`src/shared/suart_pkg.sv`:
```
package suart_pkg;
  localparam logic [7:0] ADR_TXB  = 8'h00;
  localparam logic [7:0] ADR_RXB  = 8'h04;
  localparam logic [7:0] ADR_BRG  = 8'h08;
  localparam logic [7:0] ADR_MODE = 8'h0C;
  localparam logic [7:0] ADR_C0   = 8'h10;
  localparam logic [7:0] ADR_C1   = 8'h14;
  localparam logic [7:0] ADR_SMA  = 8'h18;
  localparam logic [7:0] ADR_SMB  = 8'h1C;
  localparam logic [7:0] ADR_SMC  = 8'h20;
  localparam logic [7:0] ADR_SMD  = 8'h24;
  localparam logic [7:0] ADR_PRE  = 8'h28;
  // serial_mode_ctrl fields
  localparam int MD_CLOCK_SOURCE_DIR = 3;
  localparam int MD_STOP  = 4;
  localparam int MD_EVEN  = 5;
  localparam int MD_PAREN = 6;
  localparam int MD_PIN_POLARITY_INVERT = 7;
  // serial_ctrl_zero fields
  localparam int C0_HSSEL = 2;
  localparam int C0_SHEMP = 3;
  localparam int C0_HSDIS = 4;
  localparam int C0_OD    = 5;
  localparam int C0_MSB   = 7;
  // serial_ctrl_one fields
  localparam int C1_TE    = 0;
  localparam int C1_TBE   = 1;
  localparam int C1_RE    = 2;
  localparam int C1_RI    = 3;
  localparam int C1_IRS   = 4;
  localparam int C1_LCH   = 6;
  // rx_buffer status fields
  localparam int RB_OVR   = 12;
  localparam int RB_FRM   = 13;
  localparam int RB_PAR   = 14;
  localparam int RB_SUM   = 15;
  localparam logic [2:0] MODE_7 = 3'h4;
  localparam logic [2:0] MODE_8 = 3'h5;
  localparam logic [2:0] MODE_9 = 3'h6;
  localparam logic [3:0] OVS_LAST = 4'hF;
  localparam logic [3:0] OVS_MID  = 4'h7;
  localparam logic [7:0] C0_RESET = 8'h10;
  typedef struct packed {
    logic overrun;
    logic framing;
    logic parity;
  } suart_err_type;
  typedef enum logic [2:0] {TX_IDLE, TX_START, TX_DATA, TX_PAR, TX_STOP} suart_tx_state_type;
  typedef enum logic [2:0] {
    RX_IDLE, RX_START, RX_DATA, RX_PAR, RX_STOP1, RX_STOP2
  } suart_rx_state_type;
endpackage

```
`src/suart_core.sv`:
```
// Register access over Wishbone and the register addresses were left to the implementer.
`timescale 1ns/1ps
module suart_core #(
  parameter int F8_DIV = 8
) (
  input  wire logic                  clk_sys,
  input  wire logic                  sys_rst,
  input  wire logic                  wb_cyc_i,
  input  wire logic                  wb_stb_i,
  input  wire logic                  wb_we_i,
  input  wire logic [7:0]            wb_adr_i,
  input  wire logic [3:0]            wb_sel_i,
  input  wire logic [31:0]           wb_dat_i,
  output logic      [31:0]           wb_dat_o,
  output logic                       wb_ack_o,
  input  wire logic                  serial_in_pin,
  output logic                       serial_out_pin_o,
  output logic                       serial_out_pin_oe,
  input  wire logic                  ext_clock_pin,
  input  wire logic                  cts_n_pin,
  output logic                       rts_n_pin,
  output logic                       tx_irq_req,
  output logic                       rx_irq_req
);
  import suart_pkg::*;

  if (F8_DIV < 2 || F8_DIV > 256) begin : g_chk
    $error("F8_DIV out of range");
  end

  function automatic logic [3:0] char_len(input logic [2:0] m);
    unique case (m)
      MODE_7:  char_len = 4'd7;
      MODE_9:  char_len = 4'd9;
      default: char_len = 4'd8;
    endcase
  endfunction

  function automatic logic [8:0] char_mask(input logic [2:0] m);
    unique case (m)
      MODE_7:  char_mask = 9'h07F;
      MODE_9:  char_mask = 9'h1FF;
      default: char_mask = 9'h0FF;
    endcase
  endfunction

  // Self-inverse, so the receiver undoes with the same call
  function automatic logic [8:0] prep_char(input logic [8:0] d, input logic [2:0] m,
                                           input logic inv, input logic msb);
    logic [8:0] x;
    x = d & char_mask(m);
    if (inv) begin
      x = x ^ char_mask(m);
    end
    if (msb && m == MODE_8) begin
      for (int i = 0; i < 8; i++) begin
        x[i] = d[7 - i] ^ inv;
      end
    end
    prep_char = x;
  endfunction

  // Register state
  logic [8:0]    txb_r, txb_nxt;
  logic [8:0]    rxb_r, rxb_nxt;
  logic [7:0]    brg_div_r, brg_div_nxt;
  logic [7:0]    mode_r, mode_nxt;
  logic [7:0]    c0_r, c0_nxt;
  logic [7:0]    c1_r, c1_nxt;
  logic [7:0]    sm_r [4];
  logic [7:0]    sm_nxt [4];
  logic [3:0]    pre_field_r, pre_field_nxt;
  logic          tbe_r, tbe_nxt;
  logic          ri_r, ri_nxt;
  suart_err_type err_r, err_nxt;
  logic          ack_nxt;
  logic [31:0]   dat_nxt;
  logic          wr_now, rd_rxb;

  // Synchronisers
  logic rx_s1, rx_s2, ext_s1, ext_s2, ext_s3, cts_s1, cts_s2;

  // Config views
  logic [2:0] smode;
  logic       uart_on, par_en, par_even, two_stop, pol, od, msb, inv, hs_on, hs_rts;
  assign smode    = mode_r[2:0];
  assign uart_on  = smode == MODE_7 || smode == MODE_8 || smode == MODE_9;
  assign par_en   = mode_r[MD_PAREN];
  assign par_even = mode_r[MD_EVEN];
  assign two_stop = mode_r[MD_STOP];
  assign pol      = mode_r[MD_PIN_POLARITY_INVERT];
  assign od       = c0_r[C0_OD];
  assign msb      = c0_r[C0_MSB];
  assign inv      = c1_r[C1_LCH];
  assign hs_on    = !c0_r[C0_HSDIS];
  assign hs_rts   = c0_r[C0_HSSEL];

  // Baud generation
  logic [7:0] div8_r, div8_nxt;
  logic [4:0] pre_r, pre_nxt;
  logic [7:0] brg_r, brg_nxt;
  logic       ovs_tick_r, ovs_tick_nxt;
  logic       f2n_tick, src_tick;

  always_comb begin
    f2n_tick = pre_field_r == 4'd0 || pre_r == {pre_field_r, 1'b0} - 5'd1;
    pre_nxt  = f2n_tick ? 5'd0 : pre_r + 5'd1;
    div8_nxt = (div8_r == 8'(F8_DIV - 1)) ? 8'd0 : div8_r + 8'd1;
    if (mode_r[MD_CLOCK_SOURCE_DIR]) begin
      src_tick = ext_s2 && !ext_s3;
    end else begin
      unique case (c0_r[1:0])
        2'd1:    src_tick = div8_r == 8'(F8_DIV - 1);
        2'd2:    src_tick = f2n_tick;
        default: src_tick = 1'b1;
      endcase
    end
    brg_nxt      = brg_r;
    ovs_tick_nxt = 1'b0;
    if (src_tick) begin
      if (brg_r == 8'd0) begin
        brg_nxt      = brg_div_r;
        ovs_tick_nxt = 1'b1;
      end else begin
        brg_nxt = brg_r - 8'd1;
      end
    end
  end

  always_ff @(posedge clk_sys or posedge sys_rst) begin
    if (sys_rst) begin
      div8_r     <= 8'h00;
      pre_r      <= 5'h00;
      brg_r      <= 8'h00;
      ovs_tick_r <= 1'b0;
      {rx_s1, rx_s2, ext_s1, ext_s2, ext_s3, cts_s1, cts_s2} <= 7'h7F;
    end else begin
      div8_r     <= div8_nxt;
      pre_r      <= pre_nxt;
      brg_r      <= brg_nxt;
      ovs_tick_r <= ovs_tick_nxt;
      rx_s1      <= serial_in_pin;
      rx_s2      <= rx_s1;
      ext_s1     <= ext_clock_pin;
      ext_s2     <= ext_s1;
      ext_s3     <= ext_s2;
      cts_s1     <= cts_n_pin;
      cts_s2     <= cts_s1;
    end
  end

  // Transmitter
  suart_tx_state_type tx_st_r, tx_st_nxt;
  logic [8:0] tx_sh_r, tx_sh_nxt;
  logic [3:0] tx_ph_r, tx_ph_nxt, tx_bits_r, tx_bits_nxt;
  logic       tx_par_r, tx_par_nxt, tx_stp_r, tx_stp_nxt, tx_line_r, tx_line_nxt;
  logic       tx_load, tx_done, cts_ok, tx_lvl;
  logic       pin_o_nxt, pin_oe_nxt, tirq_nxt;

  assign cts_ok  = !hs_on || hs_rts || !cts_s2;
  assign tx_load = tx_st_r == TX_IDLE && uart_on && c1_r[C1_TE] && !tbe_r && cts_ok;

  always_comb begin
    tx_st_nxt   = tx_st_r;
    tx_sh_nxt   = tx_sh_r;
    tx_ph_nxt   = tx_ph_r;
    tx_bits_nxt = tx_bits_r;
    tx_par_nxt  = tx_par_r;
    tx_stp_nxt  = tx_stp_r;
    tx_line_nxt = tx_line_r;
    tx_done     = 1'b0;
    if (tx_load) begin
      tx_sh_nxt   = prep_char(txb_r, smode, inv, msb);
      tx_par_nxt  = (^prep_char(txb_r, smode, inv, msb)) ^ !par_even;
      tx_st_nxt   = TX_START;
      tx_ph_nxt   = 4'd0;
      tx_line_nxt = 1'b0;
    end else if (tx_st_r != TX_IDLE && ovs_tick_r) begin
      tx_ph_nxt = tx_ph_r + 4'd1;
      if (tx_ph_r == OVS_LAST) begin
        unique case (tx_st_r)
          TX_START: begin
            tx_st_nxt   = TX_DATA;
            tx_bits_nxt = char_len(smode) - 4'd1;
            tx_line_nxt = tx_sh_r[0];
          end
          TX_DATA: begin
            tx_sh_nxt   = {1'b0, tx_sh_r[8:1]};
            tx_bits_nxt = tx_bits_r - 4'd1;
            tx_line_nxt = tx_sh_r[1];
            if (tx_bits_r == 4'd0) begin
              tx_st_nxt   = par_en ? TX_PAR : TX_STOP;
              tx_line_nxt = par_en ? tx_par_r : 1'b1;
              tx_stp_nxt  = two_stop;
            end
          end
          TX_PAR: begin
            tx_st_nxt   = TX_STOP;
            tx_line_nxt = 1'b1;
            tx_stp_nxt  = two_stop;
          end
          TX_STOP: begin
            tx_stp_nxt = 1'b0;
            if (!tx_stp_r) begin
              tx_st_nxt = TX_IDLE;
              tx_done   = 1'b1;
            end
          end
          default: tx_st_nxt = TX_IDLE;
        endcase
      end
    end
    if (tx_st_nxt == TX_IDLE) begin
      tx_line_nxt = 1'b1;
    end
    tx_lvl     = tx_line_nxt ^ pol;
    pin_o_nxt  = od ? 1'b0 : tx_lvl;
    pin_oe_nxt = od ? !tx_lvl : 1'b1;
    tirq_nxt   = c1_r[C1_IRS] ? tx_done : tx_load;
  end

  always_ff @(posedge clk_sys or posedge sys_rst) begin
    if (sys_rst) begin
      tx_st_r           <= TX_IDLE;
      tx_sh_r           <= 9'h000;
      tx_ph_r           <= 4'h0;
      tx_bits_r         <= 4'h0;
      tx_par_r          <= 1'b0;
      tx_stp_r          <= 1'b0;
      tx_line_r         <= 1'b1;
      serial_out_pin_o  <= 1'b1;
      serial_out_pin_oe <= 1'b1;
      tx_irq_req        <= 1'b0;
    end else begin
      tx_st_r           <= tx_st_nxt;
      tx_sh_r           <= tx_sh_nxt;
      tx_ph_r           <= tx_ph_nxt;
      tx_bits_r         <= tx_bits_nxt;
      tx_par_r          <= tx_par_nxt;
      tx_stp_r          <= tx_stp_nxt;
      tx_line_r         <= tx_line_nxt;
      serial_out_pin_o  <= pin_o_nxt;
      serial_out_pin_oe <= pin_oe_nxt;
      tx_irq_req        <= tirq_nxt;
    end
  end

  // Receiver
  suart_rx_state_type rx_st_r, rx_st_nxt;
  logic [8:0] rx_sh_r, rx_sh_nxt;
  logic [3:0] rx_ph_r, rx_ph_nxt, rx_idx_r, rx_idx_nxt;
  logic       rx_pb_r, rx_pb_nxt, rx_frm_r, rx_frm_nxt;
  logic       rx_lvl, rx_smp, ov_pt, rx_done, rirq_nxt, rts_nxt;

  assign rx_lvl = rx_s2 ^ pol;
  assign rx_smp = ovs_tick_r && rx_ph_r == OVS_LAST;

  always_comb begin
    rx_st_nxt  = rx_st_r;
    rx_sh_nxt  = rx_sh_r;
    rx_ph_nxt  = ovs_tick_r ? rx_ph_r + 4'd1 : rx_ph_r;
    rx_idx_nxt = rx_idx_r;
    rx_pb_nxt  = rx_pb_r;
    rx_frm_nxt = rx_frm_r;
    ov_pt      = 1'b0;
    rx_done    = 1'b0;
    unique case (rx_st_r)
      RX_IDLE: begin
        rx_ph_nxt = 4'd0;
        if (c1_r[C1_RE] && uart_on && !rx_lvl) begin
          rx_st_nxt = RX_START;
        end
      end
      RX_START: begin
        // Recheck at mid start bit to reject glitches
        if (ovs_tick_r && rx_ph_r == OVS_MID) begin
          rx_ph_nxt  = 4'd0;
          rx_idx_nxt = 4'd0;
          rx_sh_nxt  = 9'h000;
          rx_frm_nxt = 1'b0;
          rx_st_nxt  = rx_lvl ? RX_IDLE : RX_DATA;
        end
      end
      RX_DATA: begin
        if (rx_smp) begin
          rx_sh_nxt[rx_idx_r] = rx_lvl;
          rx_idx_nxt = rx_idx_r + 4'd1;
          if (rx_idx_r == char_len(smode) - 4'd1) begin
            rx_st_nxt = par_en ? RX_PAR : RX_STOP1;
            ov_pt     = !par_en && !two_stop;
          end
        end
      end
      RX_PAR: begin
        if (rx_smp) begin
          rx_pb_nxt = rx_lvl;
          rx_st_nxt = RX_STOP1;
          ov_pt     = !two_stop;
        end
      end
      RX_STOP1: begin
        if (rx_smp) begin
          rx_frm_nxt = !rx_lvl;
          if (two_stop) begin
            rx_st_nxt = RX_STOP2;
            ov_pt     = 1'b1;
          end else begin
            rx_st_nxt = RX_IDLE;
            rx_done   = 1'b1;
          end
        end
      end
      RX_STOP2: begin
        if (rx_smp) begin
          rx_frm_nxt = rx_frm_r || !rx_lvl;
          rx_st_nxt  = RX_IDLE;
          rx_done    = 1'b1;
        end
      end
      default: rx_st_nxt = RX_IDLE;
    endcase
    if (!c1_r[C1_RE]) begin
      rx_st_nxt = RX_IDLE;
    end
    // Overrun already holds the request flag high, so no new pulse
    rirq_nxt = rx_done && !err_nxt.overrun;
    rts_nxt  = !(hs_on && hs_rts) || !(c1_r[C1_RE] && !ri_r);
  end

  always_ff @(posedge clk_sys or posedge sys_rst) begin
    if (sys_rst) begin
      rx_st_r    <= RX_IDLE;
      rx_sh_r    <= 9'h000;
      rx_ph_r    <= 4'h0;
      rx_idx_r   <= 4'h0;
      rx_pb_r    <= 1'b0;
      rx_frm_r   <= 1'b0;
      rx_irq_req <= 1'b0;
      rts_n_pin  <= 1'b1;
    end else begin
      rx_st_r    <= rx_st_nxt;
      rx_sh_r    <= rx_sh_nxt;
      rx_ph_r    <= rx_ph_nxt;
      rx_idx_r   <= rx_idx_nxt;
      rx_pb_r    <= rx_pb_nxt;
      rx_frm_r   <= rx_frm_nxt;
      rx_irq_req <= rirq_nxt;
      rts_n_pin  <= rts_nxt;
    end
  end

  // Register file and Wishbone slave
  assign wr_now = wb_cyc_i && wb_stb_i && wb_ack_o && wb_we_i;
  assign rd_rxb = wb_cyc_i && wb_stb_i && wb_ack_o && !wb_we_i && wb_adr_i == ADR_RXB;

  always_comb begin
    txb_nxt       = txb_r;
    brg_div_nxt   = brg_div_r;
    mode_nxt      = mode_r;
    c0_nxt        = c0_r;
    c1_nxt        = c1_r;
    sm_nxt        = sm_r;
    pre_field_nxt = pre_field_r;
    rxb_nxt       = rxb_r;
    err_nxt       = err_r;
    tbe_nxt       = tx_load ? 1'b1 : tbe_r;
    ri_nxt        = rd_rxb ? 1'b0 : ri_r;
    if (wr_now && wb_sel_i[0]) begin
      unique case (wb_adr_i)
        ADR_TXB:  txb_nxt[7:0]  = wb_dat_i[7:0];
        ADR_BRG:  brg_div_nxt   = wb_dat_i[7:0];
        ADR_MODE: mode_nxt      = wb_dat_i[7:0];
        ADR_C0:   c0_nxt        = wb_dat_i[7:0];
        ADR_C1:   c1_nxt        = wb_dat_i[7:0];
        ADR_SMA:  sm_nxt[0]     = wb_dat_i[7:0];
        ADR_SMB:  sm_nxt[1]     = wb_dat_i[7:0];
        ADR_SMC:  sm_nxt[2]     = wb_dat_i[7:0];
        ADR_SMD:  sm_nxt[3]     = wb_dat_i[7:0];
        ADR_PRE:  pre_field_nxt = wb_dat_i[3:0];
        default:  txb_nxt       = txb_r;
      endcase
    end
    if (wr_now && wb_sel_i[1] && wb_adr_i == ADR_TXB) begin
      txb_nxt[8] = wb_dat_i[8];
    end
    if (wr_now && wb_adr_i == ADR_TXB && (wb_sel_i[0] || wb_sel_i[1])) begin
      tbe_nxt = 1'b0;
    end
    if (!c1_r[C1_RE]) begin
      err_nxt = '0;
    end
    if (ov_pt && ri_r) begin
      err_nxt.overrun = 1'b1;
    end
    if (rx_done) begin
      rxb_nxt        = prep_char(rx_sh_r, smode, inv, msb);
      err_nxt.framing = rx_frm_nxt;
      err_nxt.parity  = par_en && ((^(rx_sh_r & char_mask(smode))) ^ rx_pb_r ^ !par_even);
      ri_nxt         = 1'b1;
    end
    ack_nxt = wb_cyc_i && wb_stb_i && !wb_ack_o;
    dat_nxt = 32'h0000_0000;
    unique case (wb_adr_i)
      ADR_RXB: begin
        dat_nxt[8:0]    = rxb_r;
        dat_nxt[RB_OVR] = err_r.overrun;
        dat_nxt[RB_FRM] = err_r.framing;
        dat_nxt[RB_PAR] = err_r.parity;
        dat_nxt[RB_SUM] = |err_r;
      end
      ADR_BRG:  dat_nxt[7:0] = brg_div_r;
      ADR_MODE: dat_nxt[7:0] = mode_r;
      ADR_C0: begin
        dat_nxt[7:0]     = c0_r;
        dat_nxt[C0_SHEMP] = tx_st_r == TX_IDLE;
      end
      ADR_C1: begin
        dat_nxt[7:0]   = c1_r;
        dat_nxt[C1_TBE] = tbe_r;
        dat_nxt[C1_RI]  = ri_r;
      end
      ADR_SMA:  dat_nxt[7:0] = sm_r[0];
      ADR_SMB:  dat_nxt[7:0] = sm_r[1];
      ADR_SMC:  dat_nxt[7:0] = sm_r[2];
      ADR_SMD:  dat_nxt[7:0] = sm_r[3];
      ADR_PRE:  dat_nxt[3:0] = pre_field_r;
      default:  dat_nxt = 32'h0000_0000;
    endcase
  end

  always_ff @(posedge clk_sys or posedge sys_rst) begin
    if (sys_rst) begin
      txb_r       <= 9'h000;
      rxb_r       <= 9'h000;
      brg_div_r   <= 8'h00;
      mode_r      <= 8'h00;
      c0_r        <= C0_RESET;
      c1_r        <= 8'h00;
      sm_r        <= '{default: 8'h00};
      pre_field_r <= 4'h0;
      tbe_r       <= 1'b1;
      ri_r        <= 1'b0;
      err_r       <= '0;
      wb_ack_o    <= 1'b0;
      wb_dat_o    <= 32'h0000_0000;
    end else begin
      txb_r       <= txb_nxt;
      rxb_r       <= rxb_nxt;
      brg_div_r   <= brg_div_nxt;
      mode_r      <= mode_nxt;
      c0_r        <= c0_nxt;
      c1_r        <= c1_nxt;
      sm_r        <= sm_nxt;
      pre_field_r <= pre_field_nxt;
      tbe_r       <= tbe_nxt;
      ri_r        <= ri_nxt;
      err_r       <= err_nxt;
      wb_ack_o    <= ack_nxt;
      wb_dat_o    <= dat_nxt;
    end
  end
endmodule

```
`config.mk`:
```
export PLATFORM = sky130hd
export DESIGN_NAME = suart_core
export DESIGN_NICKNAME = d
export VERILOG_FILES = /design/src/shared/suart_pkg.sv /design/src/suart_core.sv
export SDC_FILE = /design/constraint.sdc
export NUM_CORES = 1
export LEC_CHECK = 0
export BUFFER_PORTS_ARGS = -buffer_cell sky130_fd_sc_hd__buf_2
export CAP_MARGIN = 20
export CORE_UTILIZATION = 45
export CTS_CLUSTER_DIAMETER = 100
export CTS_CLUSTER_SIZE = 25
export DETAILED_ROUTE_END_ITERATION = 10
export HOLD_SLACK_MARGIN = 0.06
export PLACE_DENSITY = 0.65
export SLEW_MARGIN = 20
export SYNTH_ARGS = -nofsm -noshare
export SYNTH_HDL_FRONTEND = slang
export SYNTH_SLANG_ARGS = --single-unit
export TNS_END_PERCENT = 50
```
`constraint.sdc`:
```
create_clock -name clk_sys -period 7.15 [get_ports clk_sys]
set_clock_uncertainty 0.1 [all_clocks]
set_input_delay 1.0725 -clock clk_sys [delete_from_list [all_inputs] [get_ports clk_sys]]
set_output_delay 1.0725 -clock clk_sys [all_outputs]
set_load 0.005 [all_outputs]
```
==> run_results.csv <==
group,metric,value,unit
timing,fmaxAchievable,315,MHz
setup_path,path_delay_family,"simple AND/OR/NAND/NOR gates",
global_route,grt_pass1_vias,6499,
drt,route.top_layer_used,"met4",
synth,synthArstFlopShare,100,%
setup_path,crit_type,"primary input to register",
timing,slew_headroom,29.0,%
placement,pre_cts_slack,3.56,ns
synth,synth_area,0.00942,mm²
timing,report.final.setup_viol,0,
floorplan,core_area,0.0204,mm²
placement,numPortBuffers,45,
global_route,grt_start_max_net_pins,132,
drt,initialDrtViolationCount,433,
drt,ant_nets,0,
synth,synth_compound_area_share,12.7,%
synth,seq_area_frac_synth,48.2,%
cells_and_area,multi_input_area,0.00457,mm²
drt,dr_wl_met3,899,µm
floorplan,ios,90,
setup_path,path_cells,"buf_2 -> nor4b_2 -> and2_1 -> nand2_1 -> mux2_2",
synth,yosysWarnings,0,
synth,synth_edf_count,0,
hold_path,hp-class,"register to register",
timing,finalHoldViolCount,0,
setup_path,crit_path_max_incr_delay,0.98,ns
clock_tree,h-tree-depth,4,
timing,min_period,3.18,ns
drt,wl_met2,10.4,mm
cells_and_area,drive_gt1_share,22.0,%
setup_path,crit_fanout,24,
floorplan,initial_core_util,46.3,%
clock_tree,cts.reportedPaths.clkPinSlew,0.07,ns
setup_path,worstReg2RegStart,"tx_st_r[2]",
synth,synthCells,869,
timing,rsz0062_at_grt,"false",
timing,setup_tns,0,ns
job,cap_violations,0,
cells_and_area,nFillCells,1848,
placement,gp_congestion,0.847,
drt,wl_met1,9.97,mm
setup_path,crit_buf_inv,1,
placement,hpwl,14.9,mm
synth,synth-seq-cells,181,
hold_path,min_to,"cts_s2",
clock_tree,post_cts_resized,0,
clock_tree,clkLatencyLatePin,0.44,ns
drt,wl_per_cell,18.2,µm
clock_tree,cts_tree,"yes",
synth,synth-xor-area-share,6.05,%
pwr,vdd_drop_max,0.155,mV
floorplan,rows,52,
synth,synthMuxAreaShare,13.6,%
pwr,power.density,209,mW/mm²
global_route,overflow,0,
synth,synth_top_family_by_area,"multiplexers",
synth,yosys_most_used_dff,"dfrtp_1",
pwr,power_leakage,4.86,nW
drt,vias,6706,
clock_tree,cts_buffers,17,
setup_path,ff2ff_setup_slack,4.42,ns
clock_tree,cts-root-buf,"clkbuf_16",
cells_and_area,seq_area,0.00455,mm²
floorplan,die_h,147,µm
timing,drv_slew,0,
drt,drc,0,
setup_path,rr_endpoint,"tx_sh_r[3]",
hold_path,hp-start,"cts_s1",
cells_and_area,area_growth,10.6,%
synth,synth_area_per_cell,10.8,µm²
outcome,status,"completed",
floorplan,dieArea,0.0215,mm²
synth,yosys.area_share.simple,13.2,%
clock_tree,ctsHoldBuffers,0,
global_route,grt_pass1_wl,35.1,mm
cells_and_area,diodes,0,
global_route,antenna_found_initial,0,
synth,synth_cell_types,78,
synth,synth-adder-area-share,1.86,%
setup_path,required,7.37,ns
global_route,grt.total_usage,21.0,%
setup_path,cp_slowest_cell,"nor4b_2",
cells_and_area,fin_util,51.2,%
clock_tree,post_cts_buffers,0,
setup_path,cp_data_arrival_time,3.40,ns
clock_tree,cts_sinks,181,
hold_path,hold_path_depth,0,
setup_path,r2r_cells,5,
drt,dr.pass1.iters,5,
timing,finalCritPeriodShare,44.4,%
floorplan,dieWidth,147,µm
timing,layout_setup_ws,3.97,ns
drt,routed_wl,21.6,mm
clock_tree,cts_buffer_depth,2,
setup_path,worstSetupStartpointType,"primary input",
timing,worst-slew-pin-transition,1.06,ns
cells_and_area,finalNetCount,965,
drt,via_per_inst,5.67,
setup_path,worstSetupEndpointType,"register",
## registers in the layout (all words and copies together), names as in the netlist, 3 cells and up
signal and cells:
tx_st_r 3, rx_sh_r 9, txb_r 9, c1_r 6
brg_div_r 8, pre_field_r 4, rx_ph_r 4, tx_ph_r 4
err_r 3, rx_st_r 3, tx_bits_r 4, div8_r 8
tx_sh_r 9, mode_r 8, pre_r 5, rxb_r 9
wb_dat_o 13, c0_r 7, rx_idx_r 4, brg_r 8
sm_r 32
## Yosys cell counts (4+ instances only)
cell type | n | share of area, %
nand4_1 | 17 | 1.1
nand3_1 | 24 | 1.3
dfstp_2 | 13 | 3.6
a21oi_1 | 26 | 1.4
nor3b_1 | 4 | 0.32
mux2i_1 | 28 | 3.0
a22o_1 | 17 | 1.6
buf_2 | 8 | 0.42
inv_1 | 26 | 1.0
dfrtp_1 | 168 | 45
nor2b_1 | 11 | 0.73
xnor2_1 | 36 | 3.3
and2_1 | 6 | 0.40
o21ai_0 | 55 | 2.9
nor2_1 | 42 | 1.7
a32oi_1 | 7 | 0.65
mux2_2 | 84 | 10
nor4b_1 | 4 | 0.37
a31oi_1 | 8 | 0.53
a22oi_1 | 8 | 0.64
and3_1 | 7 | 0.46
o31ai_1 | 6 | 0.48
nand2b_1 | 8 | 0.53
nand2_1 | 72 | 2.9
nand4b_1 | 4 | 0.37
clkbuf_1 | 23 | 0.92
buf_4 | 21 | 1.7
nor3_1 | 18 | 0.96
ha_1 | 14 | 1.9
xor2_1 | 24 | 2.2
## layout by cell type (no fill, tap or decap), types with 11 or more instances in the layout
cell type / instances
a21oi_1: 26
a22o_1: 17
buf_2: 45
clkbuf_16: 17
conb_1: 19
dfrtp_1: 168
dfstp_2: 13
ha_1: 14
inv_1: 25
mux2_2: 84
mux2i_1: 28
nand2_1: 72
nand3_1: 24
nand4_1: 17
nor2_1: 42
nor2b_1: 11
nor3_1: 18
o21ai_0: 55
xnor2_1: 36
xor2_1: 24
## per-stage QoR
stage	instance area (µm²)	std cells	total power, mW	hold WS, ns
3_5_place_dp	9820	1150	1.24	0.248
3_3_place_gp	9820	1150	1.24	0.246
5_1_grt	10400	1182	2.26	0.260
6_report	10400	1182	2.18	0.256
2_1_floorplan	9490	887	1.20	0.245
4_1_cts	10400	1182	2.20	0.257
## per-layer routing
metal,GRT usage (%),vias up
met3,3.82,23
met2,33.4,160
met5,0,-
met4,5.21,0
met1,29.6,3362
li1,-,3161
## cell type report
class | count | area share [%]
flip-flops and latches | 181 | 43.6
inverters | 26 | 1.01
repair buffers | 50 | 2.52
clock inverters | 12 | 1.30
multi-input cells | 623 | 43.8
clock buffers | 20 | 4.48
well taps | 270 | 3.24
## kinds of logic after synthesis
kind of cell | Yosys count
muxes | 116
other | 1
xor gates and xnor gates | 62
adders and majority gates | 14
and+or+nand+nor | 239
AOI/OAI and AO/OA | 173
DFF | 181
buffers and inverters | 83
## how the worst max path moves through the flow
stage | from | end | slack (ns) | cells after the start
2_1_floorplan | sys_rst | brg_div_r[0] | 1.08 | 1
3_3_place_gp | wb_adr_i[4] | sm_r[6] | 3.53 | 5
3_5_place_dp | wb_adr_i[4] | sm_r[2] | 3.56 | 5
4_1_cts | wb_adr_i[4] | sm_r[2] | 4.03 | 5
5_1_grt | wb_adr_i[4] | sm_r[3] | 3.82 | 5
6_report | wb_adr_i[4] | sm_r[2] | 3.97 | 5
## worst reg2reg max path: cells and delay by family, from the launching register on
kind | cells | cell delay [ns]
and+or+nand+nor | 3 | 1.24
DFF | 1 | 0.52
AOI/OAI and AO/OA | 2 | 0.74
## power breakdown
group	switching (mW)	internal [mW]	leakage, nW
Combinational	0.0861	0.0505	2.11
Clock	0.439	0.522	0.295
Sequential	0.0324	1.05	2.46
Note: power is estimated with default switching activity, not from simulation.
